**config.mk**
```make
export PLATFORM = sky130hd
export DESIGN_NAME = baro_ctrl
export DESIGN_NICKNAME = d
export VERILOG_FILES = /design/src/hw/baro_pkg.sv /design/src/hw/baro_tmr.sv /design/src/hw/baro_irq_pin.sv /design/src/hw/baro_ctrl.sv
export VERILOG_INCLUDE_DIRS = /design/src /design/src/hw
export SDC_FILE = /design/constraint.sdc
export NUM_CORES = 1
export LEC_CHECK = 0
export BUFFER_PORTS_ARGS = -buffer_cell sky130_fd_sc_hd__buf_4
export CELL_PAD_IN_SITES_DETAIL_PLACEMENT = 0
export CELL_PAD_IN_SITES_GLOBAL_PLACEMENT = 1
export CORE_AREA = 2 2 144 146
export CTS_CLUSTER_DIAMETER = 100
export DETAILED_ROUTE_END_ITERATION = 8
export DIE_AREA = 0 0 146 148
export GPL_TIMING_DRIVEN = 1
export PLACE_DENSITY = 0.82
export SLEW_MARGIN = 10
export SYNTH_ARGS = -nofsm -noshare
export SYNTH_HDL_FRONTEND = slang
export SYNTH_SLANG_ARGS = --single-unit
```
**constraint.sdc**
```tcl
create_clock -name ref_clk_i -period 2.99 [get_ports ref_clk_i]
set_clock_uncertainty 0.1 [all_clocks]
set_input_delay 0.4485 -clock ref_clk_i [delete_from_list [all_inputs] [get_ports ref_clk_i]]
set_output_delay 0.4485 -clock ref_clk_i [all_outputs]
set_load 0.05 [all_outputs]
```
**src/hw/baro_params.svh**
```systemverilog
// constants of the barometer control and interrupt routing block
// assumes a 40 MHz core clock; times are turned into cycle counts here
`ifndef BARO_PARAMS_SVH
`define BARO_PARAMS_SVH

`define BARO_MC_ADDR      7'h21
`define BARO_IPC_ADDR     7'h22
`define BARO_IPS_ADDR     7'h23

`define BARO_MC_RELOAD    7
`define BARO_MC_QEN       6
`define BARO_MC_WTM_EN    5
`define BARO_MC_DECIM     4
`define BARO_MC_TWD       3
`define BARO_MC_SOFT      2
`define BARO_MC_AZ        1
`define BARO_MC_SHOT      0

`define BARO_IPC_POL      7
`define BARO_IPC_DRIVE    6

`define BARO_MC_RST       8'h00
`define BARO_IPC_RST      8'h00
`define BARO_IPS_RST      8'h00
// packed pin configuration {pol, drive, sel, route} after reset
`define BARO_IRQ_CFG_RST  8'h00
`define BARO_RATE_SINGLE  3'h0

`define BARO_SEL_DATA     2'h0
`define BARO_SEL_HIGH     2'h1
`define BARO_SEL_LOW      2'h2
`define BARO_SEL_EITHER   2'h3

`define BARO_CLK_NS       25
`define BARO_RELOAD_NS    2200000
`define BARO_SOFT_NS      4000
`define BARO_DEC_NS       1000000000
`define BARO_RELOAD_CYC   ((`BARO_RELOAD_NS + `BARO_CLK_NS - 1) / `BARO_CLK_NS)
`define BARO_SOFT_CYC     ((`BARO_SOFT_NS + `BARO_CLK_NS - 1) / `BARO_CLK_NS)
`define BARO_DEC_CYC      ((`BARO_DEC_NS + `BARO_CLK_NS - 1) / `BARO_CLK_NS)

`endif

```
**src/hw/baro_pkg.sv**
```systemverilog
// types shared by the barometer control and interrupt routing block
// assumes nothing beyond the constants header
package baro_pkg;

  typedef enum logic {
    BARO_IDLE = 1'b0,
    BARO_RUN  = 1'b1
  } baro_phase_e;

  typedef struct packed {
    logic pol;
    logic drive;
    logic [1:0] sel;
    logic [3:0] route;
  } baro_irq_cfg_s;

  typedef struct packed {
    logic q_empty;
    logic q_wtm;
    logic q_ovr;
    logic new_sample_signal;
    logic p_high;
    logic p_low;
  } baro_irq_src_s;

endpackage

```
**src/hw/baro_tmr.sv**
```systemverilog
// one-shot interval timer: busy for CYC cycles after a start
// assumes start comes from logic on the same clock
`timescale 1ns/1ps
`default_nettype none
module baro_tmr
  import baro_pkg::*;
#(
  parameter int unsigned CYC = 4 // length of the interval in cycles
)(
  input  wire logic clk_i,   // core clock
  input  wire logic reset_i, // synchronous reset, active high
  input  wire logic start_i, // start request, ignored while busy
  output logic      busy_o,  // interval running
  output logic      done_o   // last cycle of the interval
);
  localparam int unsigned CW = $clog2(CYC + 1);

  baro_phase_e     phase;
  logic [CW-1:0]   cnt;

  always_ff @(posedge clk_i)
  begin
    if (reset_i)
    begin
      phase <= BARO_IDLE;
      cnt   <= '0;
    end
    else
    begin
      case (phase)
        BARO_IDLE:
        begin
          if (start_i)
          begin
            phase <= BARO_RUN;
            cnt   <= CW'(CYC - 1);
          end
        end
        BARO_RUN:
        begin
          if (cnt == '0)
            phase <= BARO_IDLE;
          else
            cnt <= cnt - 1'b1;
        end
        default: phase <= BARO_IDLE;
      endcase
    end
  end

  assign busy_o = (phase == BARO_RUN);
  assign done_o = (phase == BARO_RUN) && (cnt == '0);
endmodule
`default_nettype wire

```
**src/hw/baro_irq_pin.sv**
```systemverilog
// interrupt pin driver: source select, polarity and drive type
// assumes configuration and sources are on the core clock
`timescale 1ns/1ps
`include "baro_params.svh"
`default_nettype none
module baro_irq_pin
  import baro_pkg::*;
(
  input  wire logic          clk_i,   // core clock
  input  wire logic          reset_i, // synchronous reset, active high
  input  wire baro_irq_cfg_s cfg_i,   // pin configuration
  input  wire baro_irq_src_s src_i,   // event sources
  output logic               pin_o,   // pin output level
  output logic               pin_oe_o // pin driven
);
  logic data_any;
  logic active;
  logic level;

  always_comb
  begin
    data_any = |(cfg_i.route & {src_i.q_empty, src_i.q_wtm, src_i.q_ovr,
                                src_i.new_sample_signal});
    case (cfg_i.sel)
      `BARO_SEL_DATA:   active = data_any;
      `BARO_SEL_HIGH:   active = src_i.p_high;
      `BARO_SEL_LOW:    active = src_i.p_low;
      `BARO_SEL_EITHER: active = src_i.p_high | src_i.p_low;
      default:          active = 1'b0;
    endcase
    level = active ^ cfg_i.pol;
  end

  always_ff @(posedge clk_i)
  begin
    if (reset_i)
    begin
      pin_o    <= 1'b0;
      pin_oe_o <= 1'b1;
    end
    else if (cfg_i.drive)
    begin
      pin_o    <= 1'b0;
      pin_oe_o <= ~level;
    end
    else
    begin
      pin_o    <= level;
      pin_oe_o <= 1'b1;
    end
  end
endmodule
`default_nettype wire

```
**src/hw/baro_ctrl.sv**
```systemverilog
// measurement control and interrupt pin registers of the barometer
// assumes the serial interface drives the register port on ref_clk_i
`timescale 1ns/1ps
`include "baro_params.svh"
`default_nettype none
// Operation
// - writing reload bit 7 starts a calibration reload, bit clears when done
// - reload copies factory trim values into trim registers, also after power-up
// - bit 6 enables the sample queue, reset value 0
// - bit 5 enables the queue watermark flag, reset value 0
// - bit 4 decimates moving average output to 1 Hz in mean mode
// - bit 3 set disables the two-wire port, reset value 0
// - soft restart bit restores power-on configuration in 4 us then clears
// - autozero bit captures current pressure as reference and subtracts it
// - single-conversion bit in rate 000 triggers one pressure and temperature measurement
// - finished single conversion clears the bit; results and status updated
// - interrupt control bit 7 selects pin polarity, 0 active high
// - interrupt control bit 6 selects push-pull or open drain
// - source field selects data, pressure high, pressure low, or either
// - routed new sample signal marks a new pressure sample
// - route bit 3 puts queue empty on the pin
// - route bit 2 puts queue watermark on the pin
// - route bit 1 puts queue overrun on the pin
// - route bit 0 puts new sample signal on the pin, reset 0
// - rate field 000 means conversions only on host request
// - reference is 24-bit two's complement subtracted for thresholds and autozero
module baro_ctrl
  import baro_pkg::*;
#(
  parameter int unsigned RELOAD_CYC = `BARO_RELOAD_CYC, // reload length in cycles
  parameter int unsigned DEC_CYC    = `BARO_DEC_CYC,    // decimation period in cycles
  parameter int unsigned TRIM_W     = 8                 // trim word width
)(
  input  wire logic              ref_clk_i,                // core clock, 40 MHz
  input  wire logic              reset_i,                  // power-on reset, sync, high
  input  wire logic [6:0]        reg_addr_i,               // register address
  input  wire logic              reg_wr_i,                 // write strobe
  input  wire logic              reg_rd_i,                 // read strobe
  input  wire logic [7:0]        reg_wdata_i,              // write data
  output logic      [7:0]        reg_rdata_o,              // read data, next cycle
  input  wire logic [2:0]        rate_select_i,            // output rate field
  input  wire logic              conv_done_i,              // conversion finished pulse
  input  wire logic [23:0]       press_i,                  // measured pressure
  input  wire logic              mean_mode_i,              // queue in moving average mode
  input  wire logic              avg_valid_i,              // new moving average pulse
  input  wire logic [TRIM_W-1:0] nvm_trim_i,               // factory trim from storage
  input  wire baro_irq_src_s     irq_src_i,                // interrupt event sources
  output logic                   conv_start_o,             // start one conversion pulse
  output logic                   single_mode_o,            // host-requested conversions
  output logic                   trim_fetch_o,             // trim storage being read
  output logic                   reload_busy_o,            // reload in progress
  output logic      [TRIM_W-1:0] trim_o,                   // internal trim registers
  output logic      [23:0]       ref_o,                    // reference pressure
  output logic      [23:0]       press_out_o,              // pressure output value
  output logic      [23:0]       press_diff_o,             // pressure minus reference
  output logic                   avg_update_o,             // averaged output update pulse
  output logic                   queue_enable_o,           // sample queue enable
  output logic                   watermark_flag_enable_o,  // watermark flag enable
  output logic                   queue_watermark_flag_o,   // gated watermark status
  output logic                   two_wire_port_disable_o,  // two-wire port off
  output logic                   irq_ready_pin_o,          // interrupt pin level
  output logic                   irq_ready_pin_oe_o        // interrupt pin driven
);
  localparam int unsigned DW = $clog2(DEC_CYC + 1);

  logic [7:0]    mc;
  baro_irq_cfg_s irq_cfg;
  logic [23:0]   ref_p;
  logic [23:0]   press_rel;
  logic          boot_pend;
  logic          rl_busy;
  logic          rl_done;
  logic          sr_busy;
  logic          sr_done;
  logic          wr_mc;
  logic          wr_ipc;
  logic          wr_ips;
  logic          single;
  logic          shot_req;
  logic          rl_start;
  logic [DW-1:0] dec_cnt;

  function automatic logic hit(input logic [6:0] a, input logic [6:0] off);
    hit = (a == off);
  endfunction

  function automatic logic [7:0] rd_mux(input logic [6:0] a, input logic [7:0] m,
                                        input baro_irq_cfg_s c);
    if (hit(a, `BARO_MC_ADDR))
      rd_mux = m;
    else if (hit(a, `BARO_IPC_ADDR))
      rd_mux = {c.pol, c.drive, 4'h0, c.sel};
    else if (hit(a, `BARO_IPS_ADDR))
      rd_mux = {4'h0, c.route};
    else
      rd_mux = 8'h00;
  endfunction

  assign wr_mc     = reg_wr_i && hit(reg_addr_i, `BARO_MC_ADDR) && !sr_busy;
  assign wr_ipc    = reg_wr_i && hit(reg_addr_i, `BARO_IPC_ADDR) && !sr_busy;
  assign wr_ips    = reg_wr_i && hit(reg_addr_i, `BARO_IPS_ADDR) && !sr_busy;
  assign single    = (rate_select_i == `BARO_RATE_SINGLE);
  assign shot_req  = wr_mc && reg_wdata_i[`BARO_MC_SHOT] && single && !mc[`BARO_MC_SHOT];
  assign rl_start  = boot_pend || (wr_mc && reg_wdata_i[`BARO_MC_RELOAD] && !rl_busy);
  assign press_rel = press_i - ref_p;

  baro_tmr #(
    .CYC     (RELOAD_CYC)
  ) u_reload_tmr (
    .clk_i   (ref_clk_i),
    .reset_i (reset_i),
    .start_i (rl_start),
    .busy_o  (rl_busy),
    .done_o  (rl_done)
  );

  baro_tmr #(
    .CYC     (`BARO_SOFT_CYC)
  ) u_soft_tmr (
    .clk_i   (ref_clk_i),
    .reset_i (reset_i),
    .start_i (wr_mc && reg_wdata_i[`BARO_MC_SOFT]),
    .busy_o  (sr_busy),
    .done_o  (sr_done)
  );

  baro_irq_pin u_irq_pin (
    .clk_i    (ref_clk_i),
    .reset_i  (reset_i),
    .cfg_i    (irq_cfg),
    .src_i    (irq_src_i),
    .pin_o    (irq_ready_pin_o),
    .pin_oe_o (irq_ready_pin_oe_o)
  );

  // power-up reload request, one cycle after reset release
  always_ff @(posedge ref_clk_i)
  begin
    if (reset_i)
      boot_pend <= 1'b1;
    else
      boot_pend <= 1'b0;
  end

  // measurement control register
  always_ff @(posedge ref_clk_i)
  begin
    if (reset_i || sr_done)
      mc <= `BARO_MC_RST;
    else
    begin
      if (rl_done)
        mc[`BARO_MC_RELOAD] <= 1'b0;
      if (conv_done_i)
        mc[`BARO_MC_SHOT] <= 1'b0;
      if (wr_mc)
      begin
        if (reg_wdata_i[`BARO_MC_RELOAD] && !rl_busy)
          mc[`BARO_MC_RELOAD] <= 1'b1;
        mc[`BARO_MC_QEN]    <= reg_wdata_i[`BARO_MC_QEN];
        mc[`BARO_MC_WTM_EN] <= reg_wdata_i[`BARO_MC_WTM_EN];
        mc[`BARO_MC_DECIM]  <= reg_wdata_i[`BARO_MC_DECIM];
        mc[`BARO_MC_TWD]    <= reg_wdata_i[`BARO_MC_TWD];
        mc[`BARO_MC_SOFT]   <= reg_wdata_i[`BARO_MC_SOFT];
        mc[`BARO_MC_AZ]     <= reg_wdata_i[`BARO_MC_AZ];
        if (shot_req)
          mc[`BARO_MC_SHOT] <= 1'b1;
      end
    end
  end

  // interrupt pin control and source routing
  always_ff @(posedge ref_clk_i)
  begin
    if (reset_i || sr_done)
      irq_cfg <= baro_irq_cfg_s'(`BARO_IRQ_CFG_RST);
    else
    begin
      if (wr_ipc)
      begin
        irq_cfg.pol   <= reg_wdata_i[`BARO_IPC_POL];
        irq_cfg.drive <= reg_wdata_i[`BARO_IPC_DRIVE];
        irq_cfg.sel   <= reg_wdata_i[1:0];
      end
      if (wr_ips)
        irq_cfg.route <= reg_wdata_i[3:0];
    end
  end

  // factory trim copy at the end of every reload
  always_ff @(posedge ref_clk_i)
  begin
    if (reset_i)
    begin
      trim_o       <= '0;
      trim_fetch_o <= 1'b0;
    end
    else
    begin
      trim_fetch_o <= rl_start || (rl_busy && !rl_done);
      if (rl_done)
        trim_o <= nvm_trim_i;
    end
  end

  // autozero reference capture and subtraction
  always_ff @(posedge ref_clk_i)
  begin
    if (reset_i || sr_done)
      ref_p <= 24'h000000;
    else if (wr_mc && reg_wdata_i[`BARO_MC_AZ])
      ref_p <= press_i;
  end

  always_ff @(posedge ref_clk_i)
  begin
    if (reset_i)
    begin
      press_out_o  <= 24'h000000;
      press_diff_o <= 24'h000000;
    end
    else
    begin
      press_diff_o <= press_rel;
      press_out_o  <= mc[`BARO_MC_AZ] ? press_rel : press_i;
    end
  end

  // single conversion request
  always_ff @(posedge ref_clk_i)
  begin
    if (reset_i)
    begin
      conv_start_o  <= 1'b0;
      single_mode_o <= 1'b0;
    end
    else
    begin
      conv_start_o  <= shot_req;
      single_mode_o <= single;
    end
  end

  // one averaged update per decimation period when enabled in mean mode
  always_ff @(posedge ref_clk_i)
  begin
    if (reset_i || sr_done)
    begin
      dec_cnt      <= '0;
      avg_update_o <= 1'b0;
    end
    else if (mc[`BARO_MC_DECIM] && mean_mode_i)
    begin
      avg_update_o <= avg_valid_i && (dec_cnt == '0);
      if (avg_valid_i && dec_cnt == '0)
        dec_cnt <= DW'(DEC_CYC - 1);
      else if (dec_cnt != '0)
        dec_cnt <= dec_cnt - 1'b1;
    end
    else
    begin
      avg_update_o <= avg_valid_i;
      dec_cnt      <= '0;
    end
  end

  // status mirrors and read data
  always_ff @(posedge ref_clk_i)
  begin
    if (reset_i)
    begin
      reg_rdata_o            <= 8'h00;
      reload_busy_o          <= 1'b0;
      queue_watermark_flag_o <= 1'b0;
    end
    else
    begin
      reload_busy_o          <= rl_start || (rl_busy && !rl_done);
      queue_watermark_flag_o <= mc[`BARO_MC_WTM_EN] && irq_src_i.q_wtm;
      if (reg_rd_i)
        reg_rdata_o <= rd_mux(reg_addr_i, mc, irq_cfg);
    end
  end

  assign queue_enable_o          = mc[`BARO_MC_QEN];
  assign watermark_flag_enable_o = mc[`BARO_MC_WTM_EN];
  assign two_wire_port_disable_o = mc[`BARO_MC_TWD];

  // checks
  localparam int SR_LIM = `BARO_SOFT_CYC + 3;
  logic [31:0] rl_len;

  always_ff @(posedge ref_clk_i)
  begin
    if (reset_i || !rl_busy)
      rl_len <= 32'h00000000;
    else
      rl_len <= rl_len + 32'h00000001;
  end

  assign ref_o = ref_p;
endmodule
`default_nettype wire

```
==> run metrics <==
share of the clock period used by the worst path after layout=88.4%; number of top-level pins=162; slowest stage cell, crit path=sky130_fd_sc_hd__or4b_1; RSZ-0062 raised after global routing=no; post-synth cell types=75; share of final-layout standard cells stronger than drive strength 1=21.4%; Area contributors post-synth=sky130_fd_sc_hd__dfxtp_1 42%, sky130_fd_sc_hd__a21oi_1 5.5%, sky130_fd_sc_hd__nor2_1 4.7%; Starting Density=39.6%; measured slew at the worst slew-check pin=770 ps; routed length per placed instance=15.5 um; start-to-end type of the worst setup path=reg2reg; total negative setup slack=0 ps; H-Tree Depth=4; power after layout=5.42 mW; Cell Rows=52; global route total overflow=0; final routed wirelength across all metal layers=21.3 mm; count of antenna-violating nets left after detailed routing=0; total of max-cap violations=0; synthesis-to-finish area growth=27.1%; critical path cell sequence=ha_1 -> fa_1 -> nor2b_1 -> o211ai_1 -> a21oi_1 -> o21ai_1 -> a21o_1 -> or4b_1 -> o311ai_0; maximum fanout along the worst path=3; clock buffers created by TritonCTS=17; power per cell area=537 nW/um^2; TritonCTS Sinks=165; number of flops mapped to enable cells by yosys=0; die area=21600 um^2; total global-route track usage=19.5%; buffers plus inverters on the worst setup path=0; fraction of post-synthesis cell area in the top cell type by area=41.6%; Synth Cell Area=7940 um^2; Chip Width=146 um; net count after synthesis=1024; endpoint arrival time on the critical path=2870 ps; worst vdd ir=0.368 mV; required time worst endpoint=3220 ps; capturing element type of the critical path=flop; worst hold slack=135 ps; final-report setup violation count=0; Slew Limit Fails=0; CTS tree=yes; most instantiated flip-flop cell in the synthesis netlist=sky130_fd_sc_hd__dfxtp_1; weighted congestion reported at the end of routability-driven placement=0.856; Resized cells post-CTS=0; relative max-transition margin=48.5%; startpoint type of the worst setup path=flop; core outline area=20000 um^2; Initial DRT Pass Iterations=8; root buffer selected by CTS=sky130_fd_sc_hd__clkbuf_16; share of synthesized area occupied by flip-flops and latches=41.6%; Top Family by Delay on Critical Path=compound AO/OA/AOI/OAI gates; async set-reset flop share out of synthesis=0%; Detail Placement HPWL=15.2 mm; hold-fix buffers at CTS=0; wire length of the first global-routing pass=34.1 mm; least setup slack across all paths after layout=348 ps; residual DRC count=0; number of warnings printed during yosys synthesis=0; fmax=0.378 GHz; clock transition time at the flip-flop clock pins of the worst setup and hold paths=70 ps; antenna violations before repair=1; post-route design area=10100 um^2; Avg Synthesized Cell Area=8.52 um^2; post-layout minimum cycle time=2640 ps; most common cell in the synthesized netlist=sky130_fd_sc_hd__dfxtp_1; number of global-route vias before repair=6664; total setup buffers inserted after CTS=0; endpoints failing hold=0; maximum clock path buffer count=2; Die Y=148 um; top cell types by occurrence after synthesis=165 x sky130_fd_sc_hd__dfxtp_1, 99 x sky130_fd_sc_hd__nor2_1, 92 x sky130_fd_sc_hd__nand2_1, 87 x sky130_fd_sc_hd__a21oi_1, 47 x sky130_fd_sc_hd__nor3_1; number of DRC violations after detailed-routing iteration 0=351; static power due to leakage=4.06 nW; total of flip-flops plus latches after synthesis=165; min-delay worst type=in2reg; area after detailed placement=9470 um^2; pin count of the biggest net entering global routing=71; area leader, netlist=sky130_fd_sc_hd__dfxtp_1; port bufs=161; Post-Synthesis Cells=932; Post-Place Setup Slack=67.3 ps; Critical Path Max Stage Delay=460 ps; insertion delay to the later sink of the worst-skew pair=430 ps; via count normalized by instance count=5.18; run status=complete, no violations; DR vias=7093; number of nets in the layout=1178
==> through the flow <==
step	instances	util, %
global placement	1337	47.2
floorplan	932	-
detailed placement	1337	47.2
global route	1368	50.4
finish	1369	50.4
CTS	1368	50.4
==> layout make-up <==
cell class	count	area [um^2]
fill	1995	9940
multi-input combinational	681	4300
sequential	165	3300
timing repair buffer	179	1370
clock buffer	17	425
tap	270	338
clock inverter	14	201
inverter	42	158
antenna	1	2.50
==> layout by cell type, fill, tap and decap left out, types with 3 or more instances in the layout <==
cell and instances:
sky130_fd_sc_hd__o21ai_1 3, sky130_fd_sc_hd__clkbuf_16 17, sky130_fd_sc_hd__or2_2 4, sky130_fd_sc_hd__or4_1 5, sky130_fd_sc_hd__mux2i_1 28, sky130_fd_sc_hd__and2_1 3
sky130_fd_sc_hd__xnor2_1 37, sky130_fd_sc_hd__nand3_1 26, sky130_fd_sc_hd__nand4_1 8, sky130_fd_sc_hd__inv_1 42, sky130_fd_sc_hd__a211oi_1 22, sky130_fd_sc_hd__a31oi_1 5
sky130_fd_sc_hd__xor2_1 12, sky130_fd_sc_hd__bufinv_16 4, sky130_fd_sc_hd__o21a_1 4, sky130_fd_sc_hd__o22ai_1 4, sky130_fd_sc_hd__a311oi_1 4, sky130_fd_sc_hd__a21oi_1 87
sky130_fd_sc_hd__nor3b_1 12, sky130_fd_sc_hd__clkinvlp_4 5, sky130_fd_sc_hd__nor2b_1 15, sky130_fd_sc_hd__a221oi_1 3, sky130_fd_sc_hd__o31a_1 3, sky130_fd_sc_hd__or3_1 9
sky130_fd_sc_hd__a22o_1 5, sky130_fd_sc_hd__buf_4 177, sky130_fd_sc_hd__ha_1 28, sky130_fd_sc_hd__nor3_1 46, sky130_fd_sc_hd__nand3b_1 3, sky130_fd_sc_hd__nor2_1 99
sky130_fd_sc_hd__nand2_1 92, sky130_fd_sc_hd__inv_6 3, sky130_fd_sc_hd__dfxtp_1 164, sky130_fd_sc_hd__nor4_1 8, sky130_fd_sc_hd__nor4b_1 3, sky130_fd_sc_hd__nand4b_1 3
sky130_fd_sc_hd__o21ai_0 20, sky130_fd_sc_hd__nand2b_1 16, sky130_fd_sc_hd__a21o_1 16
==> worst reg2reg max path, delay by kind of cell (launching register included) <==
| kind | cells | cell delay [ps] |
|---|---|---|
| adders and majority gates | 2 | 630 |
| and+or+nand+nor | 2 | 620 |
| AOI/OAI and AO/OA | 5 | 860 |
| DFF | 1 | 330 |
==> worst paths after layout <==
kind | depth (start not counted) | slack [ps] | endpoint | start
max | 9 | 350 | press_out_o[16] | ref_o[0]
max reg2reg | 9 | 350 | press_out_o[16] | ref_o[0]
min | 2 | 140 | avg_update_o | mean_mode_i
min reg2reg | 1 | 340 | u_irq_pin.pin_oe_o | irq_cfg[6]
==> where the power goes <==
part	internal (mW)	leakage (nW)	switching, mW
registers	2.27	1.35	0.0381
logic	0.282	2.43	0.476
clock network	1.40	0.289	0.950
==> registers in the layout, indices dropped and copies added, names as in the netlist, 8 cells and up <==
signal,count
irq_cfg,8
mc,8
trim_o,8
reg_rdata_o,8
press_out_o,24
ref_o,24
press_diff_o,24
dec_cnt,26
u_reload_tmr.cnt,17
u_soft_tmr.cnt,8
==> layer usage <==
metal	part of all wire (%)	GRT usage [%]	routed length, um	up-vias
li1	-	-	-	3580
met1	46	25.1	9860	3295
met2	46	32.2	9880	191
met3	5.8	5.56	1240	27
met4	1.4	5.15	295	0
met5	0	0	0	-
==> kinds of logic (layout without fill, tap and decap cells) <==
family / count (synthesis) / in the layout / share of synthesized area (%)
AOI/OAI and AO/OA: 196 / 196 / 15.6
xor gates and xnor gates: 50 / 50 / 5.69
adders and majority gates: 29 / 29 / 4.66
buffers and inverters: 86 / 252 / 4.35
DFF: 165 / 165 / 41.6
muxes: 30 / 30 / 3.81
other: 0 / 1 / 0
and+or+nand+nor: 376 / 376 / 24.3
No activity file was read; power rests on OpenSTA's default activity.
